--- config.mk ---
export PLATFORM = sky130hd
export DESIGN_NAME = pwmg_top
export DESIGN_NICKNAME = d
export VERILOG_FILES = /design/src/logic/pwmg_pkg.sv /design/src/logic/pwmg_top.sv /design/src/logic/pwmg_prescaler.sv /design/src/logic/pwmg_irq.sv
export SDC_FILE = /design/constraint.sdc
export NUM_CORES = 1
export LEC_CHECK = 0
export BUFFER_PORTS_ARGS = -buffer_cell sky130_fd_sc_hd__buf_4
export CAP_MARGIN = 20
export CORE_MARGIN = 3
export CORE_UTILIZATION = 45
export CTS_CLUSTER_SIZE = 16
export DETAILED_ROUTE_END_ITERATION = 8
export GPL_TIMING_DRIVEN = 0
export PLACE_DENSITY = 0.7
export SLEW_MARGIN = 5
export SYNTH_ARGS = -nofsm -noshare
export SYNTH_HDL_FRONTEND = slang
export SYNTH_SLANG_ARGS = --single-unit
export TNS_END_PERCENT = 1
--- constraint.sdc ---
create_clock -name clk -period 2.3 [get_ports clk]
set_input_delay 0.115 -clock clk [delete_from_list [all_inputs] [get_ports clk]]
set_output_delay 0.115 -clock clk [all_outputs]
set_load 0.01 [all_outputs]
--- src/logic/pwmg_pkg.sv ---
// Contract
// - Counter advances per prescaled tick
// - Counter reloads zero after reaching period
// - Cycle lasts (prescale+1)*(period+1) clocks
// - Normal polarity: low below duty, else high
// - Polarity bit inverts the output
// - Shadow duty refreshed only on reload
// - Flag set at every counter reload
// - Writing one clears the flag
// - Interrupt drives line shared with converter
// - Enable runs unit; disabled drives idle
// - Duty and period-low buffered until period-high
`default_nettype none
package pwmg_pkg;
   // -----------------------------------------------------------------
   // Register map (byte addresses)
   // -----------------------------------------------------------------
   localparam logic [15:0] ADDR_CONTROL   = 16'ha028;
   localparam logic [15:0] ADDR_PERIOD_HI = 16'ha029;
   localparam logic [15:0] ADDR_PERIOD_LO = 16'ha02a;
   localparam logic [15:0] ADDR_DUTY_HI   = 16'ha02b;
   localparam logic [15:0] ADDR_DUTY_LO   = 16'ha02c;
   localparam logic [15:0] ADDR_IRQ_MASK  = 16'ha030;
   // -----------------------------------------------------------------
   // Control field positions
   // -----------------------------------------------------------------
   localparam int BIT_ENABLE   = 7;
   localparam int BIT_PS_HI    = 6;
   localparam int BIT_PS_LO    = 4;
   localparam int BIT_IDLE     = 3;
   localparam int BIT_IRQ_EN   = 2;
   localparam int BIT_POLARITY = 1;
   localparam int BIT_FLAG     = 0;
   localparam logic [7:0]  RESET_BYTE = 8'h00;
   localparam logic [15:0] RESET_WORD = 16'h0000;
   localparam logic [2:0]  PS_ZERO    = 3'h0;
   localparam logic [7:0]  MASK_RESET = 8'h01;

   // Control register contents
   typedef struct packed {
      logic       unit_enable;
      logic [2:0] prescale_select;
      logic       idle_level;
      logic       irq_enable;
      logic       output_polarity;
   } pwmg_ctrl_t;

   // Avalon-MM slave request
   typedef struct packed {
      logic        read;
      logic        write;
      logic [15:0] address;
      logic [31:0] writedata;
   } pwmg_bus_req_t;
endpackage
`default_nettype wire

--- src/logic/pwmg_top.sv ---
// Chosen here: the Avalon-MM interface to the registers.
`timescale 1ns/1ps
`default_nettype none
module pwmg_top
   import pwmg_pkg::*;
(
   input  wire logic        clk,
   input  wire logic        nrst,
   input  wire logic [15:0] avs_address,
   input  wire logic        avs_read,
   input  wire logic        avs_write,
   input  wire logic [31:0] avs_writedata,
   input  wire logic [3:0]  avs_byteenable,
   output logic      [31:0] avs_readdata,
   output logic             avs_waitrequest,
   output logic      [1:0]  avs_response,
   input  wire logic        adc_irq,
   output logic             wave_out,
   output logic             shared_irq_line
);
   // ----------------------------------------------------------------
   // State
   // ----------------------------------------------------------------
   typedef struct packed {
      pwmg_ctrl_t  ctrl;
      logic [15:0] period_value;   // live period
      logic [15:0] duty_value;     // programmed duty
      logic [15:0] duty_shadow;    // compared duty
      logic [7:0]  period_lo_buf;
      logic [15:0] duty_buf;
      logic [15:0] cycle_counter;
      logic        wave;
      logic [7:0]  irq_mask;
      logic        acked;
      logic [31:0] rdata;
      logic [1:0]  resp;
   } pwmg_state_t;

   pwmg_state_t   st;
   pwmg_state_t   next_st;
   pwmg_bus_req_t req;
   logic          tick;
   logic          reload;
   logic          flag;
   logic          pwm_irq;
   logic          wr_hit;
   logic          flag_clear;
   logic          lane0;
   logic [7:0]    wbyte;
   logic          cmp_hi;

   assign req.read      = avs_read;
   assign req.write     = avs_write;
   assign req.address   = avs_address;
   assign req.writedata = avs_writedata;
   assign lane0         = avs_byteenable[0];
   assign wbyte         = req.writedata[7:0];

   // ----------------------------------------------------------------
   // Prescaler and interrupt flag
   // ----------------------------------------------------------------
   pwmg_prescaler u_ps (
      .clk        (clk),
      .nrst       (nrst),
      .run        (st.ctrl.unit_enable),
      .divide_sel (st.ctrl.prescale_select),
      .tick       (tick)
   );

   // Writes land only at the edge that sees waitrequest low
   assign wr_hit     = req.write && st.acked && lane0;
   assign flag_clear = wr_hit && req.address == ADDR_CONTROL
                       && wbyte[BIT_FLAG];
   assign reload     = tick && st.cycle_counter >= st.period_value;

   pwmg_irq u_irq (
      .clk      (clk),
      .nrst     (nrst),
      .event_in (reload),
      .clear_in (flag_clear),
      .gate_in  (st.ctrl.irq_enable && st.irq_mask[BIT_FLAG]),
      .flag     (flag),
      .irq      (pwm_irq)
   );

   // Shared line: converter request or ours
   assign shared_irq_line = pwm_irq | adc_irq;

   // Normal compare result: high at or above duty
   assign cmp_hi = st.cycle_counter >= st.duty_shadow;

   // ----------------------------------------------------------------
   // Bus slave: one wait cycle, answer on second edge
   // ----------------------------------------------------------------
   assign avs_waitrequest = (req.read || req.write) && !st.acked;
   assign avs_readdata    = st.rdata;
   assign avs_response    = st.resp;
   assign wave_out        = st.wave;

   always_comb begin
      next_st = st;
      next_st.acked = (req.read || req.write) && !st.acked;

      // Counter advance and reload
      if (!st.ctrl.unit_enable) begin
         next_st.cycle_counter = RESET_WORD;
      end else if (reload) begin
         next_st.cycle_counter = RESET_WORD;
         next_st.duty_shadow   = st.duty_value;
      end else if (tick) begin
         next_st.cycle_counter = st.cycle_counter + 16'h0001;
      end

      // Output stage
      if (st.ctrl.unit_enable) begin
         next_st.wave = cmp_hi ^ st.ctrl.output_polarity;
      end else begin
         next_st.wave = st.ctrl.idle_level;
      end

      // Register writes
      if (wr_hit) begin
         unique case (req.address)
            ADDR_CONTROL: begin
               next_st.ctrl.unit_enable     = wbyte[BIT_ENABLE];
               next_st.ctrl.prescale_select = wbyte[BIT_PS_HI:BIT_PS_LO];
               next_st.ctrl.idle_level      = wbyte[BIT_IDLE];
               next_st.ctrl.irq_enable      = wbyte[BIT_IRQ_EN];
               next_st.ctrl.output_polarity = wbyte[BIT_POLARITY];
            end
            ADDR_PERIOD_HI: begin
               // Commit all buffered bytes at once
               next_st.period_value = {wbyte, st.period_lo_buf};
               next_st.duty_value   = st.duty_buf;
            end
            ADDR_PERIOD_LO: next_st.period_lo_buf  = wbyte;
            ADDR_DUTY_HI:   next_st.duty_buf[15:8] = wbyte;
            ADDR_DUTY_LO:   next_st.duty_buf[7:0]  = wbyte;
            ADDR_IRQ_MASK:  next_st.irq_mask       = wbyte;
            default: ;
         endcase
      end

      // Read data and response, registered on the edge that sees waitrequest high
      if ((req.read || req.write) && !st.acked) begin
         next_st.resp  = 2'h0;
         next_st.rdata = 32'h0000_0000;
         unique case (req.address)
            ADDR_CONTROL:   next_st.rdata[7:0] = {st.ctrl.unit_enable,
                               st.ctrl.prescale_select, st.ctrl.idle_level,
                               st.ctrl.irq_enable, st.ctrl.output_polarity,
                               flag};
            ADDR_PERIOD_HI: next_st.rdata[7:0] = st.period_value[15:8];
            ADDR_PERIOD_LO: next_st.rdata[7:0] = st.period_value[7:0];
            ADDR_DUTY_HI:   next_st.rdata[7:0] = st.duty_value[15:8];
            ADDR_DUTY_LO:   next_st.rdata[7:0] = st.duty_value[7:0];
            ADDR_IRQ_MASK:  next_st.rdata[7:0] = st.irq_mask;
            default:        next_st.resp = 2'h2;   // Unmapped: slave error
         endcase
         if (!req.read) begin
            next_st.rdata = 32'h0000_0000;
         end
      end
   end

   always_ff @(posedge clk or negedge nrst) begin
      if (!nrst) begin
         st          <= '0;
         st.irq_mask <= MASK_RESET;
      end else begin
         st <= next_st;
      end
   end

   // ----------------------------------------------------------------
   // Checks
   // ----------------------------------------------------------------
   chk_reload_zero: assert property (@(posedge clk) disable iff (!nrst)
      (reload && st.ctrl.unit_enable) |=> st.cycle_counter == 16'h0000)
      else $error("counter did not reload");
   chk_count_step: assert property (@(posedge clk) disable iff (!nrst)
      (tick && !reload && st.ctrl.unit_enable)
      |=> st.cycle_counter == $past(st.cycle_counter) + 16'h0001)
      else $error("counter did not step");
   chk_count_hold: assert property (@(posedge clk) disable iff (!nrst)
      (!tick && st.ctrl.unit_enable) |=> $stable(st.cycle_counter))
      else $error("counter moved without tick");
   chk_shadow_hold: assert property (@(posedge clk) disable iff (!nrst)
      !reload |=> $stable(st.duty_shadow))
      else $error("shadow duty changed mid cycle");
   chk_wave_cmp: assert property (@(posedge clk) disable iff (!nrst)
      st.ctrl.unit_enable |=> wave_out == ($past(cmp_hi)
         ^ $past(st.ctrl.output_polarity)))
      else $error("wave does not follow compare");
   chk_idle_level: assert property (@(posedge clk) disable iff (!nrst)
      !st.ctrl.unit_enable |=> wave_out == $past(st.ctrl.idle_level))
      else $error("idle level not driven");
   chk_buf_commit: assert property (@(posedge clk) disable iff (!nrst)
      (wr_hit && req.address == ADDR_DUTY_LO) |=> $stable(st.duty_value))
      else $error("duty applied before commit");
   chk_irq_gate: assert property (@(posedge clk) disable iff (!nrst)
      (!st.ctrl.irq_enable && !adc_irq) |-> !shared_irq_line)
      else $error("interrupt without enable");
endmodule
`default_nettype wire

--- src/logic/pwmg_prescaler.sv ---
`timescale 1ns/1ps
`default_nettype none
module pwmg_prescaler
   import pwmg_pkg::*;
(
   input  wire logic       clk,
   input  wire logic       nrst,
   input  wire logic       run,
   input  wire logic [2:0] divide_sel,
   output logic            tick
);
   typedef struct packed {
      logic [2:0] cnt;
   } pwmg_ps_state_t;

   pwmg_ps_state_t st;
   pwmg_ps_state_t next_st;

   // ----------------------------------------------------------------
   // Divide by divide_sel+1
   // ----------------------------------------------------------------
   always_comb begin
      next_st = st;
      tick    = 1'b0;
      if (!run) begin
         next_st.cnt = PS_ZERO;
      end else if (st.cnt >= divide_sel) begin
         next_st.cnt = PS_ZERO;
         tick        = 1'b1;
      end else begin
         next_st.cnt = st.cnt + 3'h1;
      end
   end

   always_ff @(posedge clk or negedge nrst) begin
      if (!nrst) begin
         st <= '0;
      end else begin
         st <= next_st;
      end
   end

   chk_tick_spacing: assert property (@(posedge clk) disable iff (!nrst)
      (tick && run && divide_sel == 3'h1 && $stable(divide_sel))
      |=> !tick) else $error("prescale tick too early");
endmodule
`default_nettype wire

--- src/logic/pwmg_irq.sv ---
`timescale 1ns/1ps
`default_nettype none
module pwmg_irq
   import pwmg_pkg::*;
(
   input  wire logic clk,
   input  wire logic nrst,
   input  wire logic event_in,
   input  wire logic clear_in,
   input  wire logic gate_in,
   output logic      flag,
   output logic      irq
);
   typedef struct packed {
      logic flag;
   } pwmg_irq_state_t;

   pwmg_irq_state_t st;
   pwmg_irq_state_t next_st;

   // ----------------------------------------------------------------
   // Sticky flag; a set in the clear cycle wins
   // ----------------------------------------------------------------
   always_comb begin
      next_st = st;
      if (event_in) begin
         next_st.flag = 1'b1;
      end else if (clear_in) begin
         next_st.flag = 1'b0;
      end
   end

   always_ff @(posedge clk or negedge nrst) begin
      if (!nrst) begin
         st <= '0;
      end else begin
         st <= next_st;
      end
   end

   assign flag = st.flag;
   assign irq  = st.flag & gate_in;

   chk_flag_set: assert property (@(posedge clk) disable iff (!nrst)
      event_in |=> flag) else $error("flag missed event");
   chk_flag_clear: assert property (@(posedge clk) disable iff (!nrst)
      (clear_in && !event_in) |=> !flag) else $error("flag not cleared");
endmodule
`default_nettype wire

==> results of run 1 <==
sequential cells by signal, indices dropped and copies added, names as in the netlist:
name and count:
u_ps.st 3, wave_out 1, avs_readdata 8, u_irq.flag 1
st 104, avs_response 1
worst paths after layout:
path	start	end	slack (ps)	depth (start not counted)
worst max-delay path	st[126]	u_irq.flag	20	10
worst min-delay path	avs_writedata[1]	st[69]	9	2
worst max register to register	st[126]	u_irq.flag	20	10
worst min register to register	u_ps.st[0]	u_ps.st[0]	490	1
max in group asynchronous	nrst	st[35]	1350	3
min in group asynchronous	nrst	st[53]	220	2
metrics by stage:
step                      setup slack [ps]  cell area [um2]  power (mW)
after floorplan                       42.3             6340        2.31
after CTS                             8.03             7720        5.22
after global routing                 -70.6             7880        5.35
after detailed placement              -381             6900        2.48
after global placement                -342             6860        2.47
final                                 17.2             7880        5.19
layout by cell type, fill, tap and decap left out, types with 6 or more instances in the layout:
master       n
o21ai_0     13
a21oi_1     25
ha_1        32
conb_1      25
clkbuf_16   18
mux2i_1      6
a22oi_1      8
buf_2        7
dfrtp_1    110
nand4_1     12
nor2_1      12
dfrtp_2      7
a221oi_1     8
mux2_2      87
nand2b_1     6
nand3_1     20
buf_4       90
inv_1       36
nand2_1     31
clkbuf_1     7
a22o_1       8
cell usage after synthesis, drive strengths merged, types with 2 or more instances:
library cell	number	share of area, %
nand2b	6	0.60
a21o	3	0.36
buf	49	5.2
xnor2	3	0.42
and3	4	0.40
nor2b	4	0.40
nor3	4	0.32
nand3	20	1.6
and4	4	0.56
a31oi	5	0.50
nor2	14	0.88
and2	3	0.30
a22o	8	1.1
nor4	2	0.54
clkbuf	6	0.36
a211oi	3	0.36
o21a	2	0.24
nand2	34	2.2
inv	40	2.4
o21ai	18	1.5
dfrtp	117	47
o211ai	2	0.24
o311ai	5	0.70
a221oi	8	1.1
mux2i	6	0.96
a22oi	8	0.96
nand4	12	1.2
a21oi	26	2.1
mux2	87	16
ha	37	7.4
worst max-delay path, stage by stage, from the launching register on:
cell,delay [ps]
dfrtp_1,400
inv_2,90
ha_2,290
o21ai_1,140
nor2_1,70
a2111o_1,380
o21ai_4,200
a21oi_4,130
clkbuf_16,170
buf_4,140
nand2b_1,140
cell type report:
type                       count  area, um2  area share (%)
tap                          176        220            2.79
sequential                   118       2960            37.6
inverter                      40        150            1.90
clock inverter                13        170            2.16
clock buffer                  19        443            5.62
timing repair buffer          63        537            6.81
multi-input combinational    366       3020            38.3
buffer                        55        380            4.82
logic make-up after synthesis:
group                      Yosys count  synth area share (%)
xor gates and xnor gates             4                 0.561
adders and majority gates           37                  7.41
DFF                                118                  47.3
and+or+nand+nor                    111                  9.62
muxes                               93                  16.6
AOI/OAI and AO/OA                   96                  10.4
buffers and inverters               95                  7.97
other                                1                0.0600
metal layers:
metal  vias to the layer above  wire length [um]  GRT usage, %
li1                       2150                 -             -
met1                      2309              6710          27.0
met2                       165              7780          34.6
met3                        27               837          5.54
met4                         0               289          7.47
met5                         -                 0             0
power by group:
part           internal, mW  switching (mW)
sequential             2.10          0.0149
clock                  1.74            1.00
combinational         0.158           0.171
repair_timing:
| action | in CTS | in global routing |
|---|---|---|
| pin swaps | 4 | 8 |
| endpoints found under the hold margin | 65 | 0 |
| gates cloned | 0 | 1 |
| hold buffers | 4 | 0 |
| gates resized for setup | 28 | 27 |
| endpoints found under the setup margin | 31 | 34 |
| setup buffers | 9 | 7 |
==> metrics.csv, run 1 <==
metric,value,unit
status,completed,
timing.final.crit_period,2280,ps
cts.clk_slew.worst_paths,60,ps
relSlewSlack,51.5,%
drive_above_1_share,38.9,%
path_class,register to register,
cts_tree,yes,
skew,7.61,ps
cts.path.max_buffers,2,
chipHeight,124,um
vias_per_cell,5.47,
drt_wl_total,15.6,mm
post-dp-hpwl,10.8,mm
stdcell_count,850,
drv_slew,0,
syn_inst,555,
io-pin-count,94,
leakagePower,3.83,nW
dpl.cell_count,797,
hold_violations,0,
fin_nets,755,
setup_viol,0,
cp.required,2600,ps
hp-class,input port to register,
place.port_buffers,41,
drv_cap,0,
cts.sinks,118,
power_density,659,nW/um2
cp-end-kind,register,
fp.dieArea,15300,um2
num-fill-cells,1090,
critPathLaunchType,register,
num_antenna_cells,0,
clkLatencyLatePin,420,ps
path_max_fanout,5,
grt_max_degree,66,
drtIter0Drc,384,
grt_usage,21.1,%
seq_area_frac_synth,47.3,%
grt_pass1_vias,4687,
antenna_found_initial,0,
first_pass_iters,5,
routabilityCongestion,0.832,
final_core_util,58.8,%
vias,4651,
syn_to_final_growth,26.2,%
grt-ovfl-total,0,
max_freq,438,MHz
synth_area,6250,um2
ys_seq_elements,118,
ctsHtreeMaxLevel,4,
grt_pass1_wl,24.2,mm
coreArea,13400,um2
post-route-period-util,99.3,%
synthArstFlopShare,100,%
yosysWarningCount,0,
start_util,46.6,%
synthFlopType,dfrtp_1,
tns,0,ps
post_drt_wl_per_cell,18.4,um
synth-edff-count,0,
tightestPinTransition,722,ps
cts-root-buf,clkbuf_16,
drtAntennaViolNets,0,
syn_avg_cell_area,11.3,um2
vdd_drop_max,534,uV
cts_buffers,17,
die_w,124,um
num_rows,42,
yosysUniqueCellTypes,53,
rsz0062_at_grt,true,
arrival,2580,ps
holdWs,8.70,ps
drc,0,
(Power assumes the default switching activity.)
==> run 2: changes to the inputs <==
--- a/config.mk
+++ b/config.mk
@@ -8,11 +8,12 @@
 export BUFFER_PORTS_ARGS = -buffer_cell sky130_fd_sc_hd__buf_4
 export CAP_MARGIN = 20
 export CORE_MARGIN = 3
-export CORE_UTILIZATION = 45
+export CORE_UTILIZATION = 50
 export CTS_CLUSTER_SIZE = 16
 export DETAILED_ROUTE_END_ITERATION = 8
 export GPL_TIMING_DRIVEN = 0
-export PLACE_DENSITY = 0.7
+export PLACE_DENSITY = 0.76
+export RECOVER_POWER = 25
 export SLEW_MARGIN = 5
 export SYNTH_ARGS = -nofsm -noshare
 export SYNTH_HDL_FRONTEND = slang
==> run 2 against run 1 <==
  * Sequential power barely moved
  * Combinational power fell by 1%
  * Utilization rose by 5.5 points
  * Register-to-register slack barely moved
  * Global-route usage rose by 1.2 points
  * Cell area fell by 1.1%
  * Clock skew rose by 0.83 ps
  * Sequential share of layout area rose by 0.48 points
  * Fmax fell by 0.53%
  * Largest power group unchanged
==> metrics.csv, run 2 (same netlist as run 1, synthesis figures left out) <==
metric,value,unit,change
clkLatencyLatePin,420,ps,about the same
cp-end-kind,register,,
drv_cap,0,,unchanged
critPathLaunchType,register,,
stdcell_count,839,,-1.3%
tightestPinTransition,942,ps,+221 ps
rr_worst_depth,8,,-2
drc,0,,unchanged
slowest_delay,460,ps,+60 ps
routabilityCongestion,0.866,,+4.0%
drive_above_1_share,38.7,%,-0.12 points
stdcell_area,7800,um2,-1.1%
crit_path_start,st[55],,
layout_commonest_cell,dfrtp_1,,
skew,8.44,ps,+0.828 ps
cts_buffers,17,,unchanged
cts_tree,yes,,
cp_cell_sequence,"ha_1, o21ai_2, nor2_2, a2111o_1, o21ai_4, a21oi_4, clkbuf_16, mux2_2",,
io-pin-count,94,,unchanged
cp.required,2600,ps,about the same
antenna_found_initial,0,,unchanged
regArea,2970,um2,+0.17%
grt-ovfl-total,0,,unchanged
vias,4684,,+0.71%
leakagePower,3.79,nW,-1.3%
ctsHtreeMaxLevel,4,,unchanged
syn_to_final_growth,24.8,%,
post-route-period-util,99.8,%,+0.52 points
arrival,2600,ps,+20 ps
place.port_buffers,41,,unchanged
reg2reg_from,st[55],,
hold_path_end,st[127],,
hold-path-cell-count,2,,unchanged
num_antenna_cells,0,,unchanged
die_w,118,um,-4.9%
power_density,647,nW/um2,-1.8%
fp.dieArea,13900,um2,-9.5%
drt_wl_total,15.2,mm,-2.9%
rsz0062_at_grt,true,,
post_drt_wl_per_cell,18.1,um,-1.6%
grt_pass1_wl,24.3,mm,+0.48%
drtIter0Drc,437,,+14%
reg2reg_to,st[98],,
holdWs,38.2,ps,+29.5 ps
cts.path.max_buffers,2,,unchanged
vdd_drop_max,624,uV,+17%
path_class,register to register,,
drv_slew,0,,unchanged
hold_violations,0,,unchanged
top_register,st,,
largest_reg_flops,104,,unchanged
hp-class,input port to register,,
relSlewSlack,37.2,%,-14 points
path_max_fanout,7,,+2
grt_pass1_vias,4749,,+1.3%
fin_nets,752,,-0.40%
status,completed,,
chipHeight,118,um,-4.9%
power.total,5.04,mW,-2.9%
post-dp-hpwl,10.4,mm,-3.8%
min-delay-start,avs_writedata[3],,
max_freq,436,MHz,-0.53%
coreArea,12100,um2,-9.6%
cts.sinks,118,,unchanged
timing.final.crit_period,2290,ps,+12.1 ps
num-fill-cells,901,,-17%
grt_usage,22.3,%,+1.2 points
vias_per_cell,5.58,,+2.0%
start_util,51.6,%,+5.0 points
cts-root-buf,clkbuf_16,,
grt_max_degree,119,,+80%
cts.clk_slew.worst_paths,60,ps,about the same
crit_slowest_cell,dfrtp_2,,
mostFrequentLayoutCells,"106 x dfrtp_1, 87 x mux2_2, 87 x buf_4",,
multi_input_comb_area,3020,um2,about the same
dpl.cell_count,788,,-1.1%
first_pass_iters,6,,+1
r2r_slack,5,ps,about the same
place_area,6860,um2,-0.54%
drtAntennaViolNets,0,,unchanged
num_rows,40,,-4.8%
setup_viol,0,,unchanged
==> run 2: cell count changes in the layout (fill, tap and decap cells not counted), moves of 2 or more <==
| cell | change |
|---|---|
| o311ai_2 | -3 |
| buf_4 | -3 |
| o311ai_1 | +3 |
| dfrtp_1 | -4 |
| clkinv_2 | +2 |
| dfrtp_2 | +4 |
==> run 2: final cells by class <==
cell class,count,share of cell area [%]
Inverter,40,1.93
Tap cell,168,2.70
Timing Repair Buffer,60,6.32
Buffer,55,4.83
Sequential cell,118,38.1
Multi-Input combinational cell,366,38.8
Clock inverter,14,1.91
Clock buffer,18,5.50
==> run 2: power by group <==
part           switching, mW  leakage, nW  internal (mW)
registers             0.0164         1.61           2.10
clock network           1.00        0.274           1.60
logic                  0.170         1.90          0.154
==> run 2: repair_timing <==
action	CTS	global route
buffers inserted	4	8
hold buffers	5	0
gates resized for setup	24	33
pin swaps	3	12
gates cloned	0	1
hold endpoints to repair	130	0
setup endpoints to repair	29	35
==> run 2: layer usage <==
| layer | global-route usage, % | wire length, um | vias up |
|---|---|---|---|
| li1 | - | - | 2148 |
| met1 | 28.5 | 6520 | 2317 |
| met2 | 36.0 | 7240 | 184 |
| met3 | 6.25 | 958 | 35 |
| met4 | 9.01 | 452 | 0 |
| met5 | 0 | 0 | - |
==> run 2: how the worst max path moves through the flow <==
stage / slack (ps) / endpoint
floorplan: 40 / st[90]
global placement: -270 / st[96]
detailed placement: -300 / st[96]
CTS: 7 / st[96]
global route: -80 / st[97]
finish: 5 / st[98]
==> run 2: worst max-delay path, delay by kind of cell (launching register included) <==
family / cells / cell delay (ps)
compound gates: 4 / 850
mux: 1 / 270
buf+inv: 1 / 180
fa+ha+maj: 1 / 370
simple gates: 1 / 60
flops: 1 / 460
==> run 2: through the flow <==
stage | setup slack, ps | TNS (ps) | utilization (%)
6_report | 5.17 | 0 | 64.4
5_1_grt | -84.8 | -883 | 64.4
4_1_cts | 6.65 | 0 | 63.0
3_5_place_dp | -295 | -5120 | 56.6
3_3_place_gp | -270 | -3920 | 56.6
2_1_floorplan | 42.3 | 0 | -
==> run 3: changes to the inputs <==
==> constraint.sdc (replaced) <==
create_clock -name clk -period 2 [get_ports clk]
set_input_delay 0.1 -clock clk [delete_from_list [all_inputs] [get_ports clk]]
set_output_delay 0.1 -clock clk [all_outputs]
set_load 0.01 [all_outputs]
==> run 3 against run 2 <==
  * The run now ends with negative setup slack left
  * Sequential cell count is the same
  * Worst setup slack lost 210 ps
  * First-iteration DRC count shrank 9.6%
  * Critical endpoint is now st[95]
==> metrics.csv, run 3 (same netlist as run 1, synthesis figures left out) <==
metric,value,unit,change
status,finished with violations,,
violations,negative setup slack,,
post-dp-hpwl,10.7,mm,+2.5%
arrival,2500,ps,-100 ps
grt_pass1_wl,25.1,mm,+2.9%
timing.final.crit_period,2200,ps,-92.1 ps
vdd_drop_max,877,uV,+41%
r2r_slack,-200,ps,-210 ps
hold-path-cell-count,2,,unchanged
drv_slew,0,,unchanged
critPathLaunchType,register,,
path_max_fanout,5,,-2
path_class,register to register,,
antenna_found_initial,0,,unchanged
grt_usage,23.1,%,+0.83 points
rsz0062_at_grt,true,,
first_pass_iters,5,,-1
grt_max_degree,65,,-45%
hold_violations,0,,unchanged
drtIter0Drc,395,,-9.6%
cts.sinks,118,,unchanged
start_util,51.6,%,unchanged
setup_viol,31,,+31
fp.dieArea,13900,um2,unchanged
drt_wl_total,15.5,mm,+2.0%
cp.required,2290,ps,-310 ps
drive_above_1_share,40.9,%,+2.1 points
mostFrequentLayoutCells,"106 x dfrtp_1, 89 x buf_4, 79 x mux2_2",,
cts.path.max_buffers,2,,unchanged
power.total,6.17,mW,+22%
largest_reg_flops,104,,unchanged
cp-end-kind,register,,
slowest_delay,400,ps,-60 ps
relSlewSlack,5.09,%,-32 points
holdWs,14.3,ps,-24.0 ps
chipHeight,118,um,unchanged
leakagePower,3.88,nW,+2.4%
clkLatencyLatePin,420,ps,about the same
drtAntennaViolNets,0,,unchanged
cts.clk_slew.worst_paths,60,ps,about the same
cts_buffers,17,,unchanged
crit_path_start,st[44],,
vias_per_cell,5.57,,-0.16%
power_density,772,nW/um2,+19%
vias,4699,,+0.32%
crit_slowest_cell,dfrtp_1,,
hp-class,input port to register,,
io-pin-count,94,,unchanged
die_w,118,um,unchanged
min-delay-start,avs_writedata[5],,
place_area,6950,um2,+1.4%
reg2reg_to,st[95],,
hold_path_end,st[40],,
grt_pass1_vias,4750,,+0.021%
max_freq,454,MHz,+4.2%
drc,0,,unchanged
fin_nets,756,,+0.53%
tightestPinTransition,1420,ps,+481 ps
coreArea,12100,um2,unchanged
rr_worst_depth,9,,+1
layout_commonest_cell,dfrtp_1,,
cts_tree,yes,,
num_rows,40,,unchanged
grt-ovfl-total,0,,unchanged
top_register,st,,
worst_slack,-203,ps,-208 ps
drv_cap,0,,unchanged
reg2reg_from,st[44],,
cts-root-buf,clkbuf_16,,
routabilityCongestion,0.836,,-3.4%
place.port_buffers,41,,unchanged
skew,8.32,ps,-0.118 ps
ctsHtreeMaxLevel,4,,unchanged
syn_to_final_growth,28.0,%,
stdcell_area,7990,um2,+2.5%
num_antenna_cells,0,,unchanged
cp_cell_sequence,"inv_2, ha_4, nand2b_4, a2111oi_4, nor3_2, o21ai_4, a21oi_4, buf_6, mux2_4",,
post-route-period-util,110,%,+10 points
post_drt_wl_per_cell,18.4,um,+1.5%
run 3: critical path: cells and delay by family (launching register included):
kind | cells | cell delay (ps)
buf+inv | 2 | 250
simple gates | 2 | 230
flops | 1 | 400
fa+ha+maj | 1 | 200
compound gates | 3 | 720
mux | 1 | 300
run 3: metrics by stage:
step | setup TNS, ps | setup slack, ps | cells | util [%]
4_1_cts | -4440 | -207 | 841 | 65.6
2_1_floorplan | -2290 | -138 | 579 | -
5_1_grt | -7800 | -281 | 843 | 66.0
3_5_place_dp | -13130 | -456 | 789 | 57.4
3_3_place_gp | -11130 | -405 | 788 | 57.1
6_report | -4410 | -203 | 843 | 66.0
run 3: layout make-up:
| class | count | area [um2] |
|---|---|---|
| Sequential cell | 118 | 2970 |
| Tap cell | 168 | 210 |
| Fill cell | 916 | 4120 |
| Buffer | 55 | 382 |
| Inverter | 40 | 150 |
| Clock inverter | 12 | 189 |
| Clock buffer | 20 | 467 |
| Multi-Input combinational cell | 366 | 3110 |
| Timing Repair Buffer | 64 | 522 |
run 3: where the power goes:
group	switching, mW	internal (mW)	total [mW]	leakage, nW
registers	0.0179	2.42	2.43	1.61
clock network	1.14	2.21	3.35	0.318
logic	0.203	0.182	0.385	1.95
total	1.36	4.80	6.17	3.88
run 3: routing by layer:
metal | GRT usage (%) | wire [um] | vias up
met1 | 30.7 | 6630 | 2344
met3 | 6.63 | 922 | 27
met2 | 36.5 | 7570 | 181
met5 | 0 | 0 | -
met4 | 7.99 | 348 | 0
li1 | - | - | 2147
run 3: how the worst max path moves through the flow:
stage | slack [ps] | to | depth (start not counted)
floorplan | -140 | st[90] | 8
global placement | -410 | st[57] | 9
detailed placement | -460 | st[57] | 9
CTS | -210 | st[94] | 9
global route | -280 | st[86] | 7
finish | -200 | st[95] | 9
run 3: what timing repair did:
| action | 4_1_cts | 5_1_grt |
|---|---|---|
| setup endpoints to repair | 35 | 50 |
| hold buffers | 5 | 0 |
| buffers inserted | 14 | 2 |
| cloned | 1 | 0 |
| pin swaps | 10 | 5 |
| gates resized for setup | 51 | 12 |
| endpoints found under the hold margin | 71 | 0 |
